**config.mk**
```make
export PLATFORM = sky130hd
export DESIGN_NAME = fsb_top
export DESIGN_NICKNAME = d
export VERILOG_FILES = /design/src/logic/fsb_misr.v /design/src/logic/fsb_top.v
export VERILOG_INCLUDE_DIRS = /design/src /design/src/inc
export SDC_FILE = /design/constraint.sdc
export NUM_CORES = 1
export LEC_CHECK = 0
export ABC_CLOCK_PERIOD_IN_PS = 5140
export BUFFER_PORTS_ARGS = -buffer_cell sky130_fd_sc_hd__buf_2
export CORE_ASPECT_RATIO = 1.4
export CORE_MARGIN = 2
export CORE_UTILIZATION = 45
export CTS_CLUSTER_DIAMETER = 60
export DETAILED_ROUTE_END_ITERATION = 10
export GPL_TIMING_DRIVEN = 0
export PLACE_DENSITY = 0.7
export SETUP_SLACK_MARGIN = 0.3
export SLEW_MARGIN = 10
export SYNTH_ARGS = -nofsm -noshare
export SYNTH_HDL_FRONTEND = slang
export SYNTH_HIERARCHICAL = 1
export SYNTH_SLANG_ARGS = --single-unit
```
**constraint.sdc**
```tcl
create_clock -name CLK -period 5.14 [get_ports CLK]
set_clock_uncertainty 0.1 [all_clocks]
set_input_delay 1.028 -clock CLK [delete_from_list [all_inputs] [get_ports CLK]]
set_output_delay 1.028 -clock CLK [all_outputs]
set_load 0.02 [all_outputs]
```
**src/inc/fsb_consts.vh**
```
// register map, field positions and reset values of the signature block
// assumes a 32-bit classic wishbone slave addressed by byte
`ifndef FSB_CONSTS_VH
`define FSB_CONSTS_VH

`define FSB_OFF_ACCESS_CFG   12'h010
`define FSB_OFF_FSIG_START   12'h020
`define FSB_OFF_FSIG_STOP    12'h024
`define FSB_OFF_FSIG_WORD0   12'h02C
`define FSB_OFF_FSIG_WORD1   12'h030
`define FSB_OFF_FSIG_WORD2   12'h034
`define FSB_OFF_FSIG_WORD3   12'h038
`define FSB_OFF_EE_START     12'h09C
`define FSB_OFF_EE_STOP      12'h0A0
`define FSB_OFF_EE_SIG       12'h0A4
`define FSB_OFF_REMAP        12'h0B0
`define FSB_OFF_IRQ_ENABLE   12'h0B4
`define FSB_OFF_STATUS       12'hFE0
`define FSB_OFF_STATUS_CLR   12'hFE8

`define FSB_EE_ADDR_MSB      13
`define FSB_EE_ADDR_W        14
`define FSB_EE_SIG_W         24
`define FSB_EE_STEP          14'h0002
`define FSB_FLASH_STEP       32'h0000_0010
`define FSB_STAT_W           2
`define FSB_STAT_FLASH_DONE  0
`define FSB_STAT_EE_DONE     1

`define FSB_ACCESS_CFG_INIT  32'h0000_0000
`define FSB_ADDR_INIT        32'h0000_0000
`define FSB_EE_ADDR_INIT     14'h0000
`define FSB_IRQ_EN_INIT      2'h0
`define FSB_MODE_MSB         1
`define FSB_REMAP_BOOT       2'h0
`define FSB_REMAP_FLASH      2'h1
`define FSB_REMAP_SRAM       2'h2
`define FSB_BASE_BOOT        32'h1FFF_0000
`define FSB_BASE_FLASH       32'h0000_0000
`define FSB_BASE_SRAM        32'h1000_0000

`define FSB_MISR_POLY24      24'h80000D
`define FSB_MISR_POLY128     128'h87

`endif

```
**src/logic/fsb_misr.v**
```verilog
// multiple-input signature register, one step per valid data word
// assumes data arrives on the same clock as the block using it
`timescale 1ns/1ns
`include "fsb_consts.vh"
module fsb_misr #(
    parameter              W    = 24,
    parameter [W-1:0]      POLY = 24'h80000D
) (
    input  wire            CLK,
    input  wire            clear,
    input  wire            step,
    input  wire [W-1:0]    din,
    output wire [W-1:0]    sig
);
    reg  [W-1:0] sig_reg;
    wire [W-1:0] sig_next;

    // galois shift, feedback from the top bit, xor in the data
    assign sig_next = {sig_reg[W-2:0], 1'b0}
                    ^ (sig_reg[W-1] ? POLY : {W{1'b0}}) ^ din;

    always @(posedge CLK) begin
        if (clear)
            sig_reg <= {W{1'b0}};
        else if (step)
            sig_reg <= sig_next;
    end

    assign sig = sig_reg;
endmodule

```
**src/logic/fsb_top.v**
```verilog
// flash / eeprom signature and self-test register block, wishbone slave
// assumes memory read ports answer one cycle after the address is shown
`timescale 1ns/1ns
`include "fsb_consts.vh"
module fsb_top (
    input  wire         CLK,
    input  wire         RESETN,
    input  wire         WB_CYC_I,
    input  wire         WB_STB_I,
    input  wire         WB_WE_I,
    input  wire [11:0]  WB_ADR_I,
    input  wire [3:0]   WB_SEL_I,
    input  wire [31:0]  WB_DAT_I,
    output reg  [31:0]  WB_DAT_O,
    output reg          WB_ACK_O,
    output reg  [31:0]  FLASH_ADDR,
    output reg          FLASH_RD,
    input  wire [127:0] FLASH_DATA,
    output reg  [13:0]  EE_ADDR,
    output reg          EE_RD,
    input  wire [15:0]  EE_DATA,
    output reg  [31:0]  FLASH_ACCESS_CFG,
    output reg  [31:0]  VECTOR_BASE,
    output reg          IRQ
);

////////////////////////////////////////////////////////////////////////////////
// states
    localparam [1:0] ST_IDLE = 2'h0;
    localparam [1:0] ST_READ = 2'h1;
    localparam [1:0] ST_TAKE = 2'h2;

    reg  [31:0]  fsig_start_reg;
    reg  [31:0]  fsig_stop_reg;
    reg  [13:0]  ee_start_reg;
    reg  [13:0]  ee_stop_reg;
    reg  [127:0] fsig_result_reg;
    reg  [23:0]  ee_result_reg;
    reg  [1:0]   status_reg;
    reg  [1:0]   status_next;
    reg  [1:0]   irq_en_reg;
    reg  [1:0]   remap_reg;
    reg  [1:0]   fst_reg;
    reg  [1:0]   est_reg;
    reg  [31:0]  faddr_reg;
    reg  [13:0]  eaddr_reg;
    reg          f_done_pulse;
    reg          e_done_pulse;
    reg  [31:0]  rdata;
    wire [127:0] fmisr;
    wire [23:0]  emisr;

    wire req       = WB_CYC_I & WB_STB_I & ~WB_ACK_O;
    wire wr        = req & WB_WE_I & (&WB_SEL_I);
    wire rd        = req & ~WB_WE_I;
    wire wr_cfg    = wr & (WB_ADR_I == `FSB_OFF_ACCESS_CFG);
    wire wr_fstart = wr & (WB_ADR_I == `FSB_OFF_FSIG_START);
    wire wr_fstop  = wr & (WB_ADR_I == `FSB_OFF_FSIG_STOP);
    wire wr_estart = wr & (WB_ADR_I == `FSB_OFF_EE_START);
    wire wr_estop  = wr & (WB_ADR_I == `FSB_OFF_EE_STOP);
    wire wr_remap  = wr & (WB_ADR_I == `FSB_OFF_REMAP);
    wire wr_irq_en = wr & (WB_ADR_I == `FSB_OFF_IRQ_ENABLE);
    wire wr_clr    = wr & (WB_ADR_I == `FSB_OFF_STATUS_CLR);
    wire f_idle    = (fst_reg == ST_IDLE);
    wire e_idle    = (est_reg == ST_IDLE);
    // a stop write mid-walk must not restart it nor wipe its signature
    wire f_start   = wr_fstop & f_idle;
    wire e_start   = wr_estop & e_idle;
    wire f_step    = (fst_reg == ST_TAKE);
    wire e_step    = (est_reg == ST_TAKE);

////////////////////////////////////////////////////////////////////////////////
// signature generators
    fsb_misr #(.W(128), .POLY(`FSB_MISR_POLY128)) u_fmisr (
        .CLK   (CLK),
        .clear (~RESETN | f_start),
        .step  (f_step),
        .din   (FLASH_DATA),
        .sig   (fmisr)
    );

    // eeprom words enter zero-extended to the signature width
    fsb_misr #(.W(`FSB_EE_SIG_W), .POLY(`FSB_MISR_POLY24)) u_emisr (
        .CLK   (CLK),
        .clear (~RESETN | e_start),
        .step  (e_step),
        .din   ({8'h00, EE_DATA}),
        .sig   (emisr)
    );

////////////////////////////////////////////////////////////////////////////////
// register writes; full-word writes only, partial writes ignored
    always @(posedge CLK) begin
        if (!RESETN)
            FLASH_ACCESS_CFG <= `FSB_ACCESS_CFG_INIT;
        else if (wr_cfg)
            FLASH_ACCESS_CFG <= WB_DAT_I;
    end

    always @(posedge CLK) begin
        if (!RESETN) begin
            fsig_start_reg <= `FSB_ADDR_INIT;
            fsig_stop_reg  <= `FSB_ADDR_INIT;
        end else begin
            if (wr_fstart)
                fsig_start_reg <= WB_DAT_I;
            if (wr_fstop)
                fsig_stop_reg  <= WB_DAT_I;
        end
    end

    // bit 0 always cleared: the self test only reads 16-bit words
    always @(posedge CLK) begin
        if (!RESETN) begin
            ee_start_reg <= `FSB_EE_ADDR_INIT;
            ee_stop_reg  <= `FSB_EE_ADDR_INIT;
        end else begin
            if (wr_estart)
                ee_start_reg <= {WB_DAT_I[`FSB_EE_ADDR_MSB:1], 1'b0};
            if (wr_estop)
                ee_stop_reg  <= {WB_DAT_I[`FSB_EE_ADDR_MSB:1], 1'b0};
        end
    end

    always @(posedge CLK) begin
        if (!RESETN) begin
            remap_reg  <= `FSB_REMAP_BOOT;
            irq_en_reg <= `FSB_IRQ_EN_INIT;
        end else begin
            if (wr_remap)
                remap_reg  <= WB_DAT_I[`FSB_MODE_MSB:0];
            if (wr_irq_en)
                irq_en_reg <= WB_DAT_I[`FSB_STAT_W-1:0];
        end
    end

////////////////////////////////////////////////////////////////////////////////
// flash signature walk, one 128-bit line per read
    always @(posedge CLK) begin
        if (!RESETN) begin
            fst_reg      <= ST_IDLE;
            faddr_reg    <= 32'h0000_0000;
            FLASH_ADDR   <= 32'h0000_0000;
            FLASH_RD     <= 1'b0;
            f_done_pulse <= 1'b0;
        end else begin
            f_done_pulse <= 1'b0;
            FLASH_RD     <= 1'b0;
            case (fst_reg)
            ST_IDLE: begin
                if (f_start) begin
                    faddr_reg <= fsig_start_reg;
                    fst_reg   <= ST_READ;
                end
            end
            ST_READ: begin
                FLASH_ADDR <= faddr_reg;
                FLASH_RD   <= 1'b1;
                fst_reg    <= ST_TAKE;
            end
            ST_TAKE: begin
                // stop address is inclusive; a stop below start reads once
                if (faddr_reg >= fsig_stop_reg) begin
                    fst_reg      <= ST_IDLE;
                    f_done_pulse <= 1'b1;
                end else begin
                    faddr_reg <= faddr_reg + `FSB_FLASH_STEP;
                    fst_reg   <= ST_READ;
                end
            end
            default: fst_reg <= ST_IDLE;
            endcase
        end
    end

////////////////////////////////////////////////////////////////////////////////
// eeprom self test walk, 16-bit reads at even addresses
    always @(posedge CLK) begin
        if (!RESETN) begin
            est_reg      <= ST_IDLE;
            eaddr_reg    <= 14'h0000;
            EE_ADDR      <= 14'h0000;
            EE_RD        <= 1'b0;
            e_done_pulse <= 1'b0;
        end else begin
            e_done_pulse <= 1'b0;
            EE_RD        <= 1'b0;
            case (est_reg)
            ST_IDLE: begin
                // start register already programmed before this write
                if (e_start) begin
                    eaddr_reg <= ee_start_reg;
                    est_reg   <= ST_READ;
                end
            end
            ST_READ: begin
                EE_ADDR <= {eaddr_reg[`FSB_EE_ADDR_MSB:1], 1'b0};
                EE_RD   <= 1'b1;
                est_reg <= ST_TAKE;
            end
            ST_TAKE: begin
                // stop address is inclusive, as for the flash walk
                if (eaddr_reg >= ee_stop_reg) begin
                    est_reg      <= ST_IDLE;
                    e_done_pulse <= 1'b1;
                end else begin
                    eaddr_reg <= eaddr_reg + `FSB_EE_STEP;
                    est_reg   <= ST_READ;
                end
            end
            default: est_reg <= ST_IDLE;
            endcase
        end
    end

////////////////////////////////////////////////////////////////////////////////
// results and sticky status; a set in the clearing cycle wins
    always @* begin
        status_next = status_reg;
        if (wr_clr)
            status_next = status_reg & ~WB_DAT_I[`FSB_STAT_W-1:0];
        if (f_done_pulse)
            status_next[`FSB_STAT_FLASH_DONE] = 1'b1;
        if (e_done_pulse)
            status_next[`FSB_STAT_EE_DONE] = 1'b1;
    end

    always @(posedge CLK) begin
        if (!RESETN) begin
            status_reg      <= 2'h0;
            fsig_result_reg <= 128'h0;
            ee_result_reg   <= 24'h000000;
            IRQ             <= 1'b0;
        end else begin
            status_reg <= status_next;
            // from the next status so irq rises with its flag
            IRQ        <= |(status_next & irq_en_reg);
            if (f_done_pulse)
                fsig_result_reg <= fmisr;
            if (e_done_pulse)
                ee_result_reg <= emisr;
        end
    end

////////////////////////////////////////////////////////////////////////////////
// vector region base follows the mapping mode
    always @(posedge CLK) begin
        if (!RESETN)
            VECTOR_BASE <= `FSB_BASE_BOOT;
        else begin
            case (remap_reg)
            `FSB_REMAP_FLASH: VECTOR_BASE <= `FSB_BASE_FLASH;
            `FSB_REMAP_SRAM:  VECTOR_BASE <= `FSB_BASE_SRAM;
            // mode 3 is unused and falls back to the boot rom
            default:          VECTOR_BASE <= `FSB_BASE_BOOT;
            endcase
        end
    end

////////////////////////////////////////////////////////////////////////////////
// read mux and ack; unmapped and write-only offsets read zero
    always @* begin
        rdata = 32'h0000_0000;
        case (WB_ADR_I)
        `FSB_OFF_ACCESS_CFG: rdata = FLASH_ACCESS_CFG;
        `FSB_OFF_FSIG_START: rdata = fsig_start_reg;
        `FSB_OFF_FSIG_STOP:  rdata = fsig_stop_reg;
        `FSB_OFF_FSIG_WORD0: rdata = fsig_result_reg[31:0];
        `FSB_OFF_FSIG_WORD1: rdata = fsig_result_reg[63:32];
        `FSB_OFF_FSIG_WORD2: rdata = fsig_result_reg[95:64];
        `FSB_OFF_FSIG_WORD3: rdata = fsig_result_reg[127:96];
        `FSB_OFF_EE_START:   rdata = {18'h00000, ee_start_reg};
        `FSB_OFF_EE_STOP:    rdata = {18'h00000, ee_stop_reg};
        `FSB_OFF_EE_SIG:     rdata = {8'h00, ee_result_reg};
        `FSB_OFF_REMAP:      rdata = {30'h00000000, remap_reg};
        `FSB_OFF_IRQ_ENABLE: rdata = {30'h00000000, irq_en_reg};
        `FSB_OFF_STATUS:     rdata = {30'h00000000, status_reg};
        default:             rdata = 32'h0000_0000;
        endcase
    end

    always @(posedge CLK) begin
        if (!RESETN) begin
            WB_ACK_O <= 1'b0;
            WB_DAT_O <= 32'h0000_0000;
        end else begin
            // every access acks, even unmapped ones, so the bus never hangs
            WB_ACK_O <= req;
            WB_DAT_O <= rd ? rdata : 32'h0000_0000;
        end
    end
endmodule

```
Word-level counts from Yosys, hierarchy flattened
Cells that the tools add are included.
{"block": "classes", "n_div": 0, "multipliers": 0, "n_lt_le_gt_ge": 2, "shifts": 0, "n_bitwise": 27, "reduce_logical": 11, "muxes": 23, "add_sub_neg": 2, "eq_ne": 24}
{"op": "one-hot mux 32 bit (13 select lines)", "count": 1}
{"op": "XOR 128 bit", "count": 2}
{"op": "== test 12 x 6 -> 1 bit (second input constant)", "count": 6}
{"op": "two-way mux 32 bit", "count": 2}
{"op": "one-hot mux 32 bit (2 select lines)", "count": 1}
{"op": "== test 12 x 8 -> 1 bit (second input constant)", "count": 5}
{"op": "one-hot mux 29 bit (2 select lines)", "count": 1}
{"op": "adder 32 x 5 -> 32 bit (second input constant)", "count": 1}
{"op": "greater-or-equal comparator 32 bit", "count": 1}
{"op": "two-way mux 14 bit", "count": 2}
{"op": "one-hot mux 14 bit (2 select lines)", "count": 1}
{"op": "== test 12 bit (second input constant)", "count": 2}
{"op": "two-way mux 24 bit", "count": 1}
{"op": "XOR 24 x 16 -> 24 bit", "count": 1}
{"op": "XOR 24 bit", "count": 1}
{"op": "AND 1 bit", "count": 15}
{"op": "adder 14 x 2 -> 14 bit (second input constant)", "count": 1}
{"op": "greater-or-equal comparator 14 bit", "count": 1}
{"op": "== test 12 x 5 -> 1 bit (second input constant)", "count": 1}
{"op": "one-hot mux 2 bit (3 select lines)", "count": 2}
{"op": "two-way mux 1 bit", "count": 8}
{"op": "two-way mux 8 bit", "count": 1}
{"op": "== test 2 x 1 -> 1 bit (second input constant)", "count": 3}
{"op": "== test 2 bit (second input constant)", "count": 3}
{"op": "13 further kinds", "count": 26}
{"block": "word_totals", "output_inout_bits": 146, "word_cells": 115, "inputBits": 197, "mem_bits_rw": 0, "mem_count": 0, "ff_bits": 597, "romBits": 0, "latchBits": 0}

Depth between registers and ports, before layout
{"block": "depth", "depth_word": 9, "depth_mapped": 12, "ltp_nobuf": 10}

Hierarchy
Netlist, hierarchy kept.
{"module": "fsb_top", "cells_each": 2155, "instances": 1, "area_per_inst_um2": 18266.3}
{"module": "fsb_misr at u_fmisr", "cells_each": 559, "instances": 1, "area_per_inst_um2": 5400.2}
{"module": "fsb_misr at u_emisr", "cells_each": 110, "instances": 1, "area_per_inst_um2": 1118.6}

Least setup slack after synthesis
No wires, ideal clock.
{"block": "synth_timing", "path_type": "input to register", "startpoint": "input WB_STB_I", "endpoint": "register u_emisr.sig_reg[23], in the netlist u_emisr/sig[23]", "t_arrival_ps": 2988, "t_required_ps": 4924, "stages": 11, "slack_ps": 1936, "path_cell_list": "and3b_1 -> nand4_1 -> nor4_2 -> nor3b_1 -> nor2_1 -> buf_2 -> inv_1 -> buf_6 -> nand2b_1 -> a21oi_1 -> a31o_2"}
{"block": "synth_via", "elab_chain_len": 7}
{"element": "from (decl)", "line": "fsb_top.v:9", "source": "input wire WB_STB_I,"}
{"element": "AND 1 bit (2 in a row)", "line": "fsb_top.v:53", "source": "wire req = WB_CYC_I & WB_STB_I & ~WB_ACK_O;"}
{"element": "AND 1 bit (2 in a row)", "line": "fsb_top.v:54", "source": "wire wr = req & WB_WE_I & (&WB_SEL_I);"}
{"element": "AND 1 bit", "line": "fsb_top.v:60", "source": "wire wr_estop = wr & (WB_ADR_I == `FSB_OFF_EE_STOP);"}
{"element": "AND 1 bit", "line": "fsb_top.v:68", "source": "wire e_start = wr_estop & e_idle;"}
{"element": "bitwise OR 1 bit", "line": "fsb_top.v:85", "source": ".clear (~RESETN | e_start),"}
{"element": "to (signal assigned)", "line": "fsb_misr.v:24", "source": "sig_reg <= {W{1'b0}};"}
{"element": "to (signal assigned)", "line": "fsb_misr.v:26", "source": "sig_reg <= sig_next;"}
{"element": "to (decl)", "line": "fsb_misr.v:15", "source": "reg [W-1:0] sig_reg;"}
Every way passes these cells.
A chain may end at the register's enable or synchronous reset.

Worst setup path in the final report
{"block": "layout_timing", "startpoint": "input WB_ADR_I[6]", "endpoint": "register u_fmisr.sig_reg[71], in the netlist u_fmisr/sig[71]"}
{"block": "layout_via", "elab_chain_len": 4}
{"element": "from (decl)", "line": "fsb_top.v:11", "source": "input wire [11:0] WB_ADR_I,"}
{"element": "== test 12 x 6 -> 1 bit"}
{"element": "AND 1 bit", "line": "fsb_top.v:58", "source": "wire wr_fstop = wr & (WB_ADR_I == `FSB_OFF_FSIG_STOP);"}
{"element": "AND 1 bit", "line": "fsb_top.v:67", "source": "wire f_start = wr_fstop & f_idle;"}
{"element": "bitwise OR 1 bit", "line": "fsb_top.v:76", "source": ".clear (~RESETN | f_start),"}
{"element": "to (signal assigned)", "line": "fsb_misr.v:24"}
{"element": "to (signal assigned)", "line": "fsb_misr.v:26"}
{"element": "to (decl)", "line": "fsb_misr.v:15"}
Every way passes these cells.

==> summary.txt <==
Outcome
  • Status: completed

Global route
  • Global route overflow: 0
  • First-pass GRT wire length: 129400 microns
  • Vias in the first global route: between 20000 and 25000
  • GRT Overall Usage: 0.3026
  • Pin count of the biggest net entering global routing: 16
  • Initial antenna violation count: 9

Setup path
  • CP startpoint kind: input pin
  • Slowest stage cell, crit path: nor3_4
  • CP arrival: 4090 ps
  • Worst-path fanout max: 10
  • Worst-path cell chain: buf_2 > nor3_2 > nand2_1 > nor3_4 > nand3_2 > nand2_1 > buf_2 > clkbuf_1 > a211oi_1
  • CP required: around 5500 ps
  • Crit end category: flop
  • Max stage delay on crit path: 520 ps
  • Critical path class: input pin to flop

Cells and area
  • Nets: 3472
  • Synth-to-layout area growth: 18.04%
  • Non-filler cells, final: 3995
  • Most common cell after layout, fill and taps aside: dfxtp_1
  • Layout cell share with drive strength beyond 1: 0.1653
  • Final Cell Area: 29260 sq um
  • Fin util: 0.5384
  • Most frequent cells in the layout: dfxtp_1, nand2_1, nor2_1, buf_2, a21oi_1
  • Fill cell count: 5202

Die
  • Initial Util: 0.4561
  • Die X: 202.3 microns
  • I/O pin total: 343
  • Area of the core: 54340 sq um
  • Die area: about 57000 sq um
  • # rows: 101
  • Die height: 281.7 microns

STA
  • Fmax: 269.3 MHz
  • Final WS setup: 1426 ps
  • Relative slew margins: 0.1715
  • Worst Max-Slew Pin Slew: 1243 ps
  • Fin crit period: between 3000 and 4000 ps
  • RSZ-0062 raised after global routing: false
  • Final Slew Violations: 0
  • Setup Viol. Count Final: 0
  • Final count of hold timing violations: 0
  • Final Cycle Share: 0.7225
  • Setup TNS: 0 ps

Clock tree
  • Setup Fix Bufs, Post-CTS: 0
  • CTS Hold Bufs: 0
  • Worst-path clk slew: 60 ps
  • Clock root cell: clkbuf_16
  • Worst-Skew Late Latency: 630 ps
  • Clock sinks: 566
  • Resized cells post-CTS: 0
  • CTS tree: done
  • Clock tree buffer depth: 3
  • Inserted Clock Buffers: 55
  • H-tree depth: 2

Routing
  • Final ANT Viol Nets: 0
  • DRC errors left: 0
  • Final WL: approximately 89000 microns
  • Drt pass-1 iters: 6
  • Post-DR vias/cell: 5.606
  • Vias: 22400
  • WL/cell: around 22 microns
  • DRT iter0 DRCs: 2181

Placed design
  • Dpl ws: 942.3 ps
  • PortBufs: 319
  • Post-DP Area: approximately 27000 sq um
  • Hpwl dp: roughly 70000 microns
  • Placer Congestion: between 0.9 and 1
  • Dpl cells: about 3900

Logic synthesis
  • #FFs+latches synth: 566
  • Sequential cell area fraction in the yosys report: 0.4572
  • Mapped Area: between 20000 and 25000 sq um
  • Synthesized area per cell: 8.777 sq um
  • Synth Warn #: 6
  • Cells after Synth: 2824
  • Count of different cell masters after synthesis: 69
  • Post-synth EDFFs: 0
  • Async set-or-reset flop fraction in the synthesized netlist: 0
  • Main synth FF type: dfxtp_1

Power and ir drop
  • PD cells: between 300 and 400 nW/um^2
  • Leakage: 10.19 nW
  • Worst vdd ir: 0.2445 mV

Job
  • Max-Cap Viols: 0

Min path
  • Hold Path Class: flop to flop
==> final timing paths <==
| check | cells after the start | slack (ps) | from | endpoint |
|---|---|---|---|---|
| hold / removal | 2 | 350 | FLASH_ADDR[25] | FLASH_ADDR[25] |
| setup reg to reg | 10 | 1820 | WB_ACK_O | u_emisr/sig[7] |
| hold reg to reg | 2 | 350 | FLASH_ADDR[25] | FLASH_ADDR[25] |
| setup / recovery | 9 | 1430 | WB_ADR_I[6] | u_fmisr/sig[71] |
==> worst max-delay path: cells and delay by family <==
kind | cells | cell delay [ps]
AOI/OAI and AO/OA | 1 | 90
and+or+nand+nor | 5 | 1910
buffers and inverters | 3 | 1050
==> routing by layer <==
| metal | up-vias | share of wire | GRT usage |
|---|---|---|---|
| li1 | 10610 | - | - |
| met1 | 10420 | 0.38 | 0.3616 |
| met2 | 1130 | 0.47 | 0.5107 |
| met3 | 235 | 0.085 | 0.04404 |
| met4 | 4 | 0.070 | 0.1920 |
| met5 | - | 0.00026 | 0 |
==> cell usage after synthesis (13+ instances only) <==
| cell | instances | area [sq um] |
|---|---|---|
| buf_4 | 46 | 345.3 |
| nand2_1 | 415 | 1558 |
| ha_1 | 48 | 600.6 |
| a221oi_1 | 19 | 166.4 |
| clkbuf_1 | 140 | 525.5 |
| nand3_1 | 36 | 180.2 |
| nor2_1 | 371 | 1393 |
| inv_1 | 53 | 198.9 |
| a211oi_1 | 140 | 1051 |
| mux2i_1 | 185 | 1852 |
| mux2_2 | 28 | 315.3 |
| a31oi_1 | 25 | 156.4 |
| o21ai_0 | 46 | 230.2 |
| nand2b_1 | 14 | 87.58 |
| a21oi_1 | 232 | 1161 |
| buf_1 | 17 | 63.81 |
| a22oi_1 | 53 | 397.9 |
| nand4_1 | 18 | 112.6 |
| a222oi_1 | 27 | 270.3 |
| o31ai_1 | 13 | 97.59 |
| and3_1 | 13 | 81.33 |
| buf_2 | 22 | 110.1 |
| dfxtp_1 | 566 | 11330 |
| xnor2_1 | 149 | 1305 |
| nor3_1 | 17 | 85.08 |
==> where the power goes <==
group          total [W]  internal [W]  switching (W)
clock            0.00420       0.00240        0.00180
combinational   0.000354      0.000126       0.000228
sequential       0.00438       0.00438    0.000000163
total            0.00894       0.00691        0.00203
==> final cells by class <==
class / instances / area [sq um] / share of cell area
multi-input combinational: 2000 / 12250 / 0.4189
sequential: 566 / 11330 / 0.3873
timing repair buffer: 319 / 1597 / 0.05457
clock buffer: 77 / 1580 / 0.05401
buffer: 230 / 1095 / 0.03742
tap: 721 / 902.1 / 0.03083
clock inverter: 19 / 271.5 / 0.009280
inverter: 55 / 206.4 / 0.007056
antenna: 8 / 20.02 / 0.0006843
==> cells by family (layout without fill, tap and decap cells) <==
logic type               after synthesis  in the layout  synth area share
other                                  1             36         0.0001513
flip-flops                           566            566            0.4572
AND/OR/NAND/NOR                      945            945            0.1608
XOR/XNOR                             154            154           0.05442
multiplexers                         213            213           0.08744
AO/OA/AOI/OAI                        612            612            0.1633
adder cells (fa/ha/maj)               48             48           0.02423
buffers and inverters                285            700           0.05250
==> stage by stage <==
stage,total power [W],hold slack [ps]
detailed placement,0.004832,343.2
global route,0.009153,368.5
CTS,0.008973,352.1
global placement,0.004834,339.5
floorplan,0.004651,339.2
finish,0.008944,349.7
No activity file was read; power rests on OpenSTA's default activity.
